### config.mk
export PLATFORM = sky130hd
export DESIGN_NAME = low_power_comparator
export DESIGN_NICKNAME = d
export VERILOG_FILES = /design/src/cmp_pkg.sv /design/src/low_power_comparator.sv
export SDC_FILE = /design/constraint.sdc
export NUM_CORES = 1
export LEC_CHECK = 0
export BUFFER_PORTS_ARGS = -buffer_cell sky130_fd_sc_hd__buf_4
export CAP_MARGIN = 15
export CORE_MARGIN = 4
export CORE_UTILIZATION = 46
export CTS_CLUSTER_SIZE = 12
export DETAILED_ROUTE_END_ITERATION = 16
export MAX_ROUTING_LAYER = met4
export PLACE_DENSITY = 0.85
export SYNTH_ARGS = -nofsm -noshare
export SYNTH_HDL_FRONTEND = slang
export SYNTH_SLANG_ARGS = --single-unit
### constraint.sdc
create_clock -name clk_sys -period 2.1 [get_ports clk_sys]
set_clock_uncertainty 0.05 [all_clocks]
set_input_delay 0.525 -clock clk_sys [delete_from_list [all_inputs] [get_ports clk_sys]]
set_output_delay 0.525 -clock clk_sys [all_outputs]
set_load 0.02 [all_outputs]
### src/cmp_pkg.sv
package cmp_pkg;
   localparam logic [11:0] OFF_TASK_BEGIN = 12'h000;
   localparam logic [11:0] OFF_TASK_HALT = 12'h004;
   localparam logic [11:0] OFF_TASK_CAPTURE = 12'h008;
   localparam logic [11:0] OFF_EV_SETTLED = 12'h100;
   localparam logic [11:0] OFF_EV_FALL = 12'h104;
   localparam logic [11:0] OFF_EV_RISE = 12'h108;
   localparam logic [11:0] OFF_EV_ANY = 12'h10c;
   localparam logic [11:0] OFF_AUTO_LINK = 12'h200;
   localparam logic [11:0] OFF_IRQ_EN_SET = 12'h304;
   localparam logic [11:0] OFF_IRQ_EN_CLR = 12'h308;
   localparam logic [11:0] OFF_OUTCOME = 12'h400;
   localparam logic [11:0] OFF_ENABLE = 12'h500;
   localparam logic [11:0] OFF_PIN = 12'h504;
   localparam logic [11:0] OFF_REF = 12'h508;
   localparam logic [11:0] OFF_EXTREF = 12'h50c;
   localparam logic [11:0] OFF_WAKE = 12'h520;
   // Auto link bit positions
   localparam int LNK_SETTLED_CAPTURE = 0;
   localparam int LNK_SETTLED_HALT = 1;
   localparam int LNK_FALL_HALT = 2;
   localparam int LNK_RISE_HALT = 3;
   localparam int LNK_ANY_HALT = 4;
   // Event and irq-enable bit positions
   localparam int EV_SETTLED = 0;
   localparam int EV_FALL = 1;
   localparam int EV_RISE = 2;
   localparam int EV_ANY = 3;
   localparam logic [1:0] WAKE_ANY = 2'h0;
   localparam logic [1:0] WAKE_RISE = 2'h1;
   localparam logic [1:0] WAKE_FALL = 2'h2;
   // Start-up time in ns and derived cycles at 200 MHz
   localparam int STARTUP_NS = 140;
   localparam int CLK_MHZ = 200;
   localparam int STARTUP_CYC = (STARTUP_NS * CLK_MHZ + 999) / 1000;
   localparam logic [4:0] RST_LINK = 5'h00;
   localparam logic [1:0] RST_ENABLE = 2'h0;

   typedef enum logic [1:0] {ST_OFF, ST_STARTING, ST_RUN} run_state_t;

   typedef struct packed {
      logic [11:0] addr;
      logic [31:0] wdata;
      logic wr;
      logic rd;
   } bus_req_t;

   typedef struct packed {
      logic [2:0] pin;
      logic [2:0] ref_sel;
      logic ext_ref;
      logic power_up;
   } analog_ctl_t;

   typedef struct packed {
      run_state_t st;
      logic [7:0] cnt;
      logic s1;
      logic s2;
      logic prev;
      logic [3:0] events;
      logic [3:0] irq_en;
      logic [4:0] link;
      logic outcome;
      logic [1:0] enable;
      logic [2:0] pin;
      logic [2:0] ref_sel;
      logic ext_ref;
      logic [1:0] wake_sel;
      logic [31:0] rdata;
      logic irq;
      logic wake;
   } state_t;
endpackage

### src/low_power_comparator.sv
// Function
// - Write to begin task powers up and starts the comparator.
// - Write to halt task stops comparator and crossing events.
// - Write to capture task latches comparator level into outcome.
// - Settled event raised once start-up time elapsed.
// - Fall event raised when input drops below reference.
// - Rise event raised when input goes above reference.
// - Any-crossing event raised with every directional event.
// - Auto link register holds five enables in bits 0-4, reset zero.
// - Link bit 0 makes settled event trigger capture.
// - Link bit 1 makes settled event trigger halt.
// - Link bits 2-4 make fall, rise, any events trigger halt.
// - Irq enable set register: ones enable, zeros ignored.
// - Irq enable clear register: ones disable, zeros ignored.
// - Outcome register bit 0 holds last captured level, reset zero.
// - Enable register two-bit field gates comparator, reset zero.
// - Pin choice three-bit field selects analog inputs zero to seven.
// - Reference field 0-6 selects supply fraction, 7 external.
// - External reference register one bit selects reference pin.
// - Wake config two-bit field, reset zero, selects wake source.
// - Crossing events generated after settled until halt task.
// - Wake signal from rise, fall or any; deep-sleep wake gives no events.
// - Waking from deep sleep returns all registers to reset values.
module low_power_comparator
   import cmp_pkg::*;
#(
   parameter int STARTUP_CYCLES = STARTUP_CYC
) (
   input wire logic clk_sys,
   input wire logic srst,
   input wire logic sleep_wake,
   input wire bus_req_t bus_req,
   output logic [31:0] bus_rdata,
   input wire logic comp_out,
   output analog_ctl_t analog_ctl,
   output logic irq,
   output logic wake_detect_signal
);
   initial begin
      if (STARTUP_CYCLES < 1 || STARTUP_CYCLES > 255) begin
         $error("STARTUP_CYCLES out of range");
      end
   end

   state_t q, d;
   logic wr, rd, go_begin, go_halt, go_capture;
   logic edge_rise, edge_fall, settled_now;
   logic [3:0] ev_set;

   assign wr = bus_req.wr;
   assign rd = bus_req.rd;

   // Task strobes and event logic
   always_comb begin
      d = q;
      go_begin = 1'b0;
      go_halt = 1'b0;
      go_capture = 1'b0;
      if (wr && bus_req.addr == OFF_TASK_BEGIN && bus_req.wdata[0]) begin
         go_begin = 1'b1;
      end
      if (wr && bus_req.addr == OFF_TASK_HALT && bus_req.wdata[0]) begin
         go_halt = 1'b1;
      end
      if (wr && bus_req.addr == OFF_TASK_CAPTURE && bus_req.wdata[0]) begin
         go_capture = 1'b1;
      end

      d.s1 = comp_out;
      d.s2 = q.s1;
      d.prev = q.s2;

      settled_now = (q.st == ST_STARTING) && (q.cnt == 8'(STARTUP_CYCLES - 1));
      edge_rise = (q.st == ST_RUN) && q.s2 && !q.prev;
      edge_fall = (q.st == ST_RUN) && !q.s2 && q.prev;
      ev_set = 4'h0;
      ev_set[EV_SETTLED] = settled_now;
      ev_set[EV_FALL] = edge_fall;
      ev_set[EV_RISE] = edge_rise;
      ev_set[EV_ANY] = edge_rise | edge_fall;

      if (settled_now && q.link[LNK_SETTLED_CAPTURE]) begin
         go_capture = 1'b1;
      end
      if (settled_now && q.link[LNK_SETTLED_HALT]) begin
         go_halt = 1'b1;
      end
      if ((edge_fall && q.link[LNK_FALL_HALT]) || (edge_rise && q.link[LNK_RISE_HALT])
          || ((edge_rise | edge_fall) && q.link[LNK_ANY_HALT])) begin
         go_halt = 1'b1;
      end

      // Run state machine, gated by enable
      case (q.st)
         ST_OFF: begin
            if (go_begin && q.enable != 2'h0) begin
               d.st = ST_STARTING;
               d.cnt = 8'h00;
            end
         end
         ST_STARTING: begin
            d.cnt = q.cnt + 8'h01;
            if (settled_now) begin
               d.st = ST_RUN;
            end
         end
         default: begin
         end
      endcase
      if (go_halt || q.enable == 2'h0) begin
         d.st = ST_OFF;
      end

      if (go_capture) begin
         d.outcome = q.s2;
      end

      // Register writes
      if (wr) begin
         if (bus_req.addr == OFF_EV_SETTLED) begin
            d.events[EV_SETTLED] = bus_req.wdata[0];
         end else if (bus_req.addr == OFF_EV_FALL) begin
            d.events[EV_FALL] = bus_req.wdata[0];
         end else if (bus_req.addr == OFF_EV_RISE) begin
            d.events[EV_RISE] = bus_req.wdata[0];
         end else if (bus_req.addr == OFF_EV_ANY) begin
            d.events[EV_ANY] = bus_req.wdata[0];
         end else if (bus_req.addr == OFF_AUTO_LINK) begin
            d.link = bus_req.wdata[4:0];
         end else if (bus_req.addr == OFF_IRQ_EN_SET) begin
            d.irq_en = q.irq_en | bus_req.wdata[3:0];
         end else if (bus_req.addr == OFF_IRQ_EN_CLR) begin
            d.irq_en = q.irq_en & ~bus_req.wdata[3:0];
         end else if (bus_req.addr == OFF_ENABLE) begin
            d.enable = bus_req.wdata[1:0];
         end else if (bus_req.addr == OFF_PIN) begin
            d.pin = bus_req.wdata[2:0];
         end else if (bus_req.addr == OFF_REF) begin
            d.ref_sel = bus_req.wdata[2:0];
         end else if (bus_req.addr == OFF_EXTREF) begin
            d.ext_ref = bus_req.wdata[0];
         end else if (bus_req.addr == OFF_WAKE) begin
            d.wake_sel = bus_req.wdata[1:0];
         end
      end
      d.events = d.events | ev_set;

      // Read data one cycle later
      d.rdata = 32'h0;
      if (rd) begin
         if (bus_req.addr == OFF_EV_SETTLED) begin
            d.rdata[0] = q.events[EV_SETTLED];
         end else if (bus_req.addr == OFF_EV_FALL) begin
            d.rdata[0] = q.events[EV_FALL];
         end else if (bus_req.addr == OFF_EV_RISE) begin
            d.rdata[0] = q.events[EV_RISE];
         end else if (bus_req.addr == OFF_EV_ANY) begin
            d.rdata[0] = q.events[EV_ANY];
         end else if (bus_req.addr == OFF_AUTO_LINK) begin
            d.rdata[4:0] = q.link;
         end else if (bus_req.addr == OFF_IRQ_EN_SET || bus_req.addr == OFF_IRQ_EN_CLR) begin
            d.rdata[3:0] = q.irq_en;
         end else if (bus_req.addr == OFF_OUTCOME) begin
            d.rdata[0] = q.outcome;
         end else if (bus_req.addr == OFF_ENABLE) begin
            d.rdata[1:0] = q.enable;
         end else if (bus_req.addr == OFF_PIN) begin
            d.rdata[2:0] = q.pin;
         end else if (bus_req.addr == OFF_REF) begin
            d.rdata[2:0] = q.ref_sel;
         end else if (bus_req.addr == OFF_EXTREF) begin
            d.rdata[0] = q.ext_ref;
         end else if (bus_req.addr == OFF_WAKE) begin
            d.rdata[1:0] = q.wake_sel;
         end
      end

      d.irq = |(d.events & d.irq_en);
      case (q.wake_sel)
         WAKE_ANY: d.wake = edge_rise | edge_fall;
         WAKE_RISE: d.wake = edge_rise;
         WAKE_FALL: d.wake = edge_fall;
         default: d.wake = 1'b0;
      endcase
   end

   // State register
   always_ff @(posedge clk_sys) begin
      // wake from deep sleep resets all
      if (srst || sleep_wake) begin
         q <= '0;
         q.link <= RST_LINK;
         q.enable <= RST_ENABLE;
         q.st <= ST_OFF;
      end else begin
         q <= d;
      end
   end

   assign bus_rdata = q.rdata;
   assign irq = q.irq;
   assign wake_detect_signal = q.wake;
   assign analog_ctl.pin = q.pin;
   assign analog_ctl.ref_sel = q.ref_sel;
   assign analog_ctl.ext_ref = q.ext_ref;
   assign analog_ctl.power_up = (q.st != ST_OFF);
endmodule

==> results.py, run 1 <==
metrics = {
    "cells_and_area": {
        "antenna_cells": 0,
        "filler_cell_count": 539,
        "area_growth_pct": 14.5,
        "regArea_um2": 901,
        "final_cells": 435,
        "fin_nets": 413,
        "drive_gt1_share_pct": 24.5,
        "multiInputGateArea_mm2": 0.00149,
        "utilization_pct": 55.0,
    },
    "status": {
        "status": "finished clean",
    },
    "floorplanning": {
        "design.core.area_mm2": 0.00561,
        "top_level_ports": 92,
        "die_h_um": 84.5,
        "initial_core_util_pct": 48.0,
        "die_x_um": 84.5,
        "die_area_mm2": 0.00714,
        "num_rows": 27,
    },
    "placement": {
        "place_inst": 427,
        "port_buffers": 37,
        "place.gp.congestion": 0.904,
        "dp_hpwl_mm": 5.32,
        "preCtsSetupSlack_ns": -0.238,
    },
    "synth": {
        "postSynth.asyncResetShare_pct": 0,
        "ys.flop_type": "dfxtp_1",
        "syn_area_mm2": 0.00269,
        "synth_cell_types": 61,
        "ys_warn_count": 0,
        "ys_seq_elements": 45,
        "synth_edf_count": 0,
        "yosysSeqAreaShare_pct": 33.5,
        "syn_inst": 319,
        "avgSynthCellArea_um2": 8.44,
    },
    "global_routing": {
        "grt_overflow_total": 0,
        "grt_pass1_vias": 2333,
        "antenna_found_initial": 0,
        "grt_pass1_wl_mm": 11.1,
        "grt_max_degree": 28,
        "grt_usage_pct": 19.8,
    },
    "power_and_ir_drop": {
        "max-vdd-ir-drop_mv": 0.306,
        "p_per_area_mw_per_mm2": 529,
        "p_leak_nw": 1.23,
    },
    "worst_setup_path": {
        "cp_max_fo": 4,
        "crit_path_start_kind": "input pin",
        "cp-end-kind": "register",
        "cp.required_ns": 2.24,
        "crit_type": "in -> reg",
        "cp_data_arrival_time_ns": 2.16,
    },
    "route": {
        "vias": 2421,
        "drtIter0Drc": 218,
        "drc": 0,
        "routed_via_density": 5.57,
        "dr.pass1.iters": 4,
        "ant_nets": 0,
        "wire_per_inst_um": 16.1,
        "routed_wl_mm": 7.01,
    },
    "timing": {
        "hold_violations": 0,
        "worst_hold_slack_ns": 0.361,
        "fmax_mhz": 495,
        "tns_ns": 0,
        "worst_slack_ns": 0.0803,
        "final_max_slew_viol_count": 0,
        "finalSetupViolations": 0,
        "period_needed_ns": 2.02,
        "rsz0062_at_grt": "no",
        "period_share_pct": 96.2,
        "relSlewSlack_pct": 61.7,
        "worstMarginPinSlew_ns": 0.574,
    },
    "clock_tree": {
        "cts-htree-levels": 2,
        "clk_path_buf_depth": 2,
        "clk_transition_reported_paths_ns": 0.09,
        "numCtsBuffers": 5,
        "cts_num_sinks": 45,
        "cts_tree": "built",
        "post-cts-setup-buffers": 0,
        "clock_latency_ns": 0.31,
        "clockRootBuffer": "clkbuf_8",
    },
    "min_path": {
        "hp-class": "in -> reg",
    },
    "job": {
        "drv_cap": 0,
    },
}
-- final cells by class --
type | count | area share, %
Sequential cell | 45 | 29.2
Clock buffer | 6 | 2.68
Multi-Input combinational cell | 242 | 48.5
Tap cell | 72 | 2.92
Inverter | 6 | 0.731
Timing Repair Buffer | 62 | 15.5
Clock inverter | 2 | 0.447
-- worst max-delay path: stages --
cell and delay (ns):
buf_4 0.12, or4_4 0.57, nor3_2 0.27, nand4b_1 0.17, o32ai_1 0.22, o21bai_1 0.18, a21oi_1 0.10
-- routing by layer --
layer / vias to the layer above / part of all wire (%) / track usage (%)
li1: 1155 / - / -
met4: 0 / 2.3 / 8.06
met3: 15 / 7.2 / 3.63
met5: - / 0 / -
met2: 104 / 49 / 32.2
met1: 1147 / 42 / 24.1
-- layout by cell type, fill, tap and decap left out, types with 4 or more instances in the layout --
cell / netlist / layout
nand3_1: 10 / 10
or2_2: 4 / 4
and2_1: 10 / 10
mux2i_1: 19 / 19
a31oi_1: 5 / 5
nor2_1: 45 / 45
a21oi_1: 16 / 16
inv_1: 6 / 6
dfxtp_1: 45 / 45
and3_1: 8 / 8
nand2_1: 13 / 13
o21ai_0: 11 / 11
a22oi_1: 5 / 5
nand2b_1: 4 / 4
conb_1: 1 / 27
nor3_1: 8 / 7
nand4_1: 7 / 7
clkbuf_8: 1 / 6
buf_4: 40 / 61
-- logic make-up after synthesis --
group / after synthesis / synth area share [%]
xor gates and xnor gates: 1 / 0.325
other: 1 / 0.139
adders and majority gates: 1 / 0.465
muxes: 21 / 8.32
and+or+nand+nor: 131 / 27.3
AOI/OAI and AO/OA: 61 / 15.1
buffers and inverters: 58 / 14.9
DFF: 45 / 33.5
-- synthesized netlist by cell type (7+ instances only) --
master | count | area [um^2]
a21oi_1 | 16 | 80.1
and2_1 | 10 | 62.6
and3_1 | 8 | 50.1
buf_4 | 40 | 300
dfxtp_1 | 45 | 901
mux2i_1 | 19 | 190
nand2_1 | 13 | 48.8
nand3_1 | 10 | 50.1
nand4_1 | 7 | 43.8
nor2_1 | 45 | 169
nor3_1 | 8 | 40.0
o21ai_0 | 11 | 55.1
-- state kept, by name, summed over array words and instances, names as in the netlist --
register and cells:
irq 1, analog_ctl 7, wake_detect_signal 1, q 29
bus_rdata 5, d 2
-- power by group --
part	internal [mW]	switching [mW]
clock network	0.267	0.312
logic	0.0704	0.126
registers	0.853	0.000453
-- repair_timing --
action                     in CTS  in global routing
hold buffers                    0                  0
resized for setup               0                  1
setup endpoints to repair       0                  1
-- worst paths after layout --
path | startpoint | end | slack [ns] | depth (start not counted)
worst min-delay path | comp_out | d[60]$_SDFF_PP0_ | 0.36 | 2
worst min register to register | d[60]$_SDFF_PP0_ | d[59]$_SDFF_PP0_ | 0.38 | 1
worst max-delay path | bus_req[41] | bus_rdata[0]$_SDFF_PP0_ | 0.08 | 7
worst max register to register | q[70]$_SDFFE_PP0P_ | irq$_SDFF_PP0_ | 0.47 | 5
-- through the flow --
stage / area [um^2] / power (mW)
2_1_floorplan: 2790 / 1.02
3_3_place_gp: 2980 / 1.06
3_5_place_dp: 2980 / 1.07
4_1_cts: 3080 / 1.64
5_1_grt: 3080 / 1.68
6_report: 3080 / 1.63
Note: power is estimated with default switching activity, not from simulation.
==> run 2: changes to the inputs <==
- ABC_AREA: default -> 1
- CORE_UTILIZATION: 46 -> 45
- PLACE_DENSITY: 0.85 -> 0.83
==> run 2 against run 1 <==
Clock-buffer cell count fell by 1. Clock power rose by 17%. Die area rose by 5.6%. Largest power group unchanged. Non-clock buffer count fell by 19. Final area rose by 0.77%. First-iteration DRC count fell by 14%.
==> results.py, run 2 <==
metrics = {
    "route": {
        "vias": 2503,
        "dr.pass1.iters": 4,
        "drtIter0Drc": 188,
        "routed_wl_mm": 6.41,
        "drc": 0,
        "ant_nets": 0,
        "wire_per_inst_um": 12.8,
        "routed_via_density": 5.01,
    },
    "placement": {
        "place.gp.congestion": 0.968,
        "dp_hpwl_mm": 5.09,
        "port_buffers": 37,
        "placed_area_mm2": 0.00299,
        "place_inst": 492,
    },
    "timing": {
        "period_needed_ns": 1.72,
        "fmax_mhz": 582,
        "hold_violations": 0,
        "rsz0062_at_grt": "no",
        "tns_ns": 0,
        "final_max_slew_viol_count": 0,
        "finalSetupViolations": 0,
        "period_share_pct": 81.8,
        "worst_hold_slack_ns": 0.366,
    },
    "global_routing": {
        "antenna_found_initial": 0,
        "grt_pass1_wl_mm": 10.6,
        "grt_overflow_total": 0,
        "grt_max_degree": 22,
        "groute.layer.met2.usage_pct": 31.8,
        "grtUsageMet3_pct": 3.80,
        "grt_pass1_vias": 2358,
        "grt_usage_pct": 18.4,
        "grt-busiest-layer": "met2",
        "grtUsageMet1_pct": 20.7,
    },
    "worst_setup_path": {
        "cp-end-kind": "register",
        "critPathMaxStageDelay_ns": 0.28,
        "r2r_end": "q[45]$_SDFFE_PP0P_",
        "crit_chain": "buf_4 -> nor2_2 -> inv_1 -> nor2_4 -> inv_2 -> nor3_1 -> nand2_1 -> nand4_1 -> nor2_1 -> nand4_1 -> nor2_1 -> nor2_1",
        "path_common_cell": "nor2_1",
        "crit_path_start_kind": "input pin",
        "r2r_slack_ns": 0.49,
        "cp.required_ns": 2.30,
        "reg2regPathDepth": 7,
        "cp_slowest_cell": "nor3_1",
        "cp_data_arrival_time_ns": 1.91,
        "crit_type": "in -> reg",
        "cp_max_fo": 9,
        "regToRegStartpoint": "q[70]$_SDFFE_PP0P_",
    },
    "cells_and_area": {
        "antenna_cells": 0,
        "fin_area_mm2": 0.00311,
        "drive_gt1_share_pct": 22.6,
        "filler_cell_count": 575,
        "largest_reg_flops": 29,
        "multiInputGateArea_mm2": 0.00143,
        "final_common_cell": "nand2_1",
        "fin_nets": 475,
        "final_cells": 500,
        "mostFrequentLayoutCells": "nand2_1 (63), inv_1 (50), dfxtp_1 (45)",
        "regArea_um2": 901,
        "area_growth_pct": 11.1,
        "regMostFlops": "q",
    },
    "min_path": {
        "hp-class": "reg -> reg",
        "min_path_cells": 2,
        "worst_hold_startpoint": "d[60]$_SDFF_PP0_",
        "whs_endpoint": "d[59]$_SDFF_PP0_",
    },
    "synth": {
        "synth_top_area_share_pct": 32.2,
        "syn_inst": 393,
        "synth.most_common_cell": "nand2_1",
        "ys.flop_type": "dfxtp_1",
        "synth_edf_count": 0,
        "syn_area_mm2": 0.00280,
        "avgSynthCellArea_um2": 7.12,
        "yosysSeqAreaShare_pct": 32.2,
        "synth_cell_types": 43,
        "ys_seq_elements": 45,
        "synth_area_leader_cell": "dfxtp_1",
        "postSynth.asyncResetShare_pct": 0,
        "yosys-top-cells-area": "dfxtp_1 (32%), buf_4 (11%), nand2_1 (8.5%)",
        "ys_warn_count": 0,
        "synth_common_cells": "nand2_1 (63), inv_1 (50), dfxtp_1 (45)",
    },
    "floorplanning": {
        "top_level_ports": 92,
        "die_area_mm2": 0.00754,
        "initial_core_util_pct": 46.7,
        "design.core.area_mm2": 0.00599,
        "die_h_um": 86.8,
        "num_rows": 28,
        "die_x_um": 86.8,
    },
    "clock_tree": {
        "post-cts-setup-buffers": 0,
        "cts_num_sinks": 45,
        "cts-htree-levels": 2,
        "clk_transition_reported_paths_ns": 0.09,
        "post_cts_resized": 0,
        "clockRootBuffer": "clkbuf_8",
        "clk_path_buf_depth": 2,
        "cts_tree": "built",
        "numCtsBuffers": 5,
        "hold_buffers": 0,
        "clock_latency_ns": 0.30,
    },
    "job": {
        "drv_cap": 0,
    },
    "power_and_ir_drop": {
        "max-vdd-ir-drop_mv": 0.430,
        "p_leak_nw": 1.32,
        "p_per_area_mw_per_mm2": 549,
    },
    "status": {
        "status": "finished clean",
    },
}
run 2: where the power goes:
part | leakage [nW] | switching [mW] | internal, mW
Sequential | 0.362 | 0.000401 | 0.854
Clock | 0.0543 | 0.322 | 0.356
Combinational | 0.903 | 0.123 | 0.0507
run 2: metrics by stage:
step,setup slack [ns],util (%),power [mW]
after floorplan,0.361,-,1.02
after global placement,0.107,49.9,1.04
after detailed placement,0.0790,49.9,1.05
after CTS,0.401,51.8,1.71
after global routing,0.192,51.8,1.77
final,0.383,51.8,1.71
run 2: metal layers:
| metal | vias to the layer above | share of wire (%) |
|---|---|---|
| li1 | 1270 | - |
| met1 | 1132 | 40 |
| met2 | 91 | 51 |
| met3 | 10 | 7.6 |
| met4 | 0 | 2.1 |
| met5 | - | 0 |
run 2: worst max-delay path by stage:
stage / endpoint / cells past startpoint / start
global route: bus_rdata[2]$_SDFF_PP0_ / 10 / bus_req[45]
CTS: bus_rdata[0]$_SDFF_PP0_ / 12 / bus_req[45]
detailed placement: irq$_SDFF_PP0_ / 13 / bus_req[35]
finish: bus_rdata[0]$_SDFF_PP0_ / 12 / bus_req[45]
floorplan: irq$_SDFF_PP0_ / 12 / bus_req[39]
global placement: irq$_SDFF_PP0_ / 13 / bus_req[35]
run 2: cell type report:
type / instances / area share, %
sequential: 45 / 29.0
multi-input combinational: 267 / 46.1
clock buffer: 5 / 2.22
clock inverter: 3 / 1.49
timing repair buffer: 43 / 10.4
tap: 75 / 3.02
inverter: 62 / 7.74
run 2: kinds of logic after synthesis:
family | count (synthesis) | share of synthesized area, %
and+or+nand+nor | 165 | 31.5
buffers and inverters | 107 | 20.0
AOI/OAI and AO/OA | 73 | 15.3
DFF | 45 | 32.2
xor gates and xnor gates | 1 | 0.313
adders and majority gates | 1 | 0.447
other | 1 | 0.134
run 2: critical path: cells and delay by family:
kind	cells	cell delay, ns
buffers and inverters	3	0.28
and+or+nand+nor	9	1.12
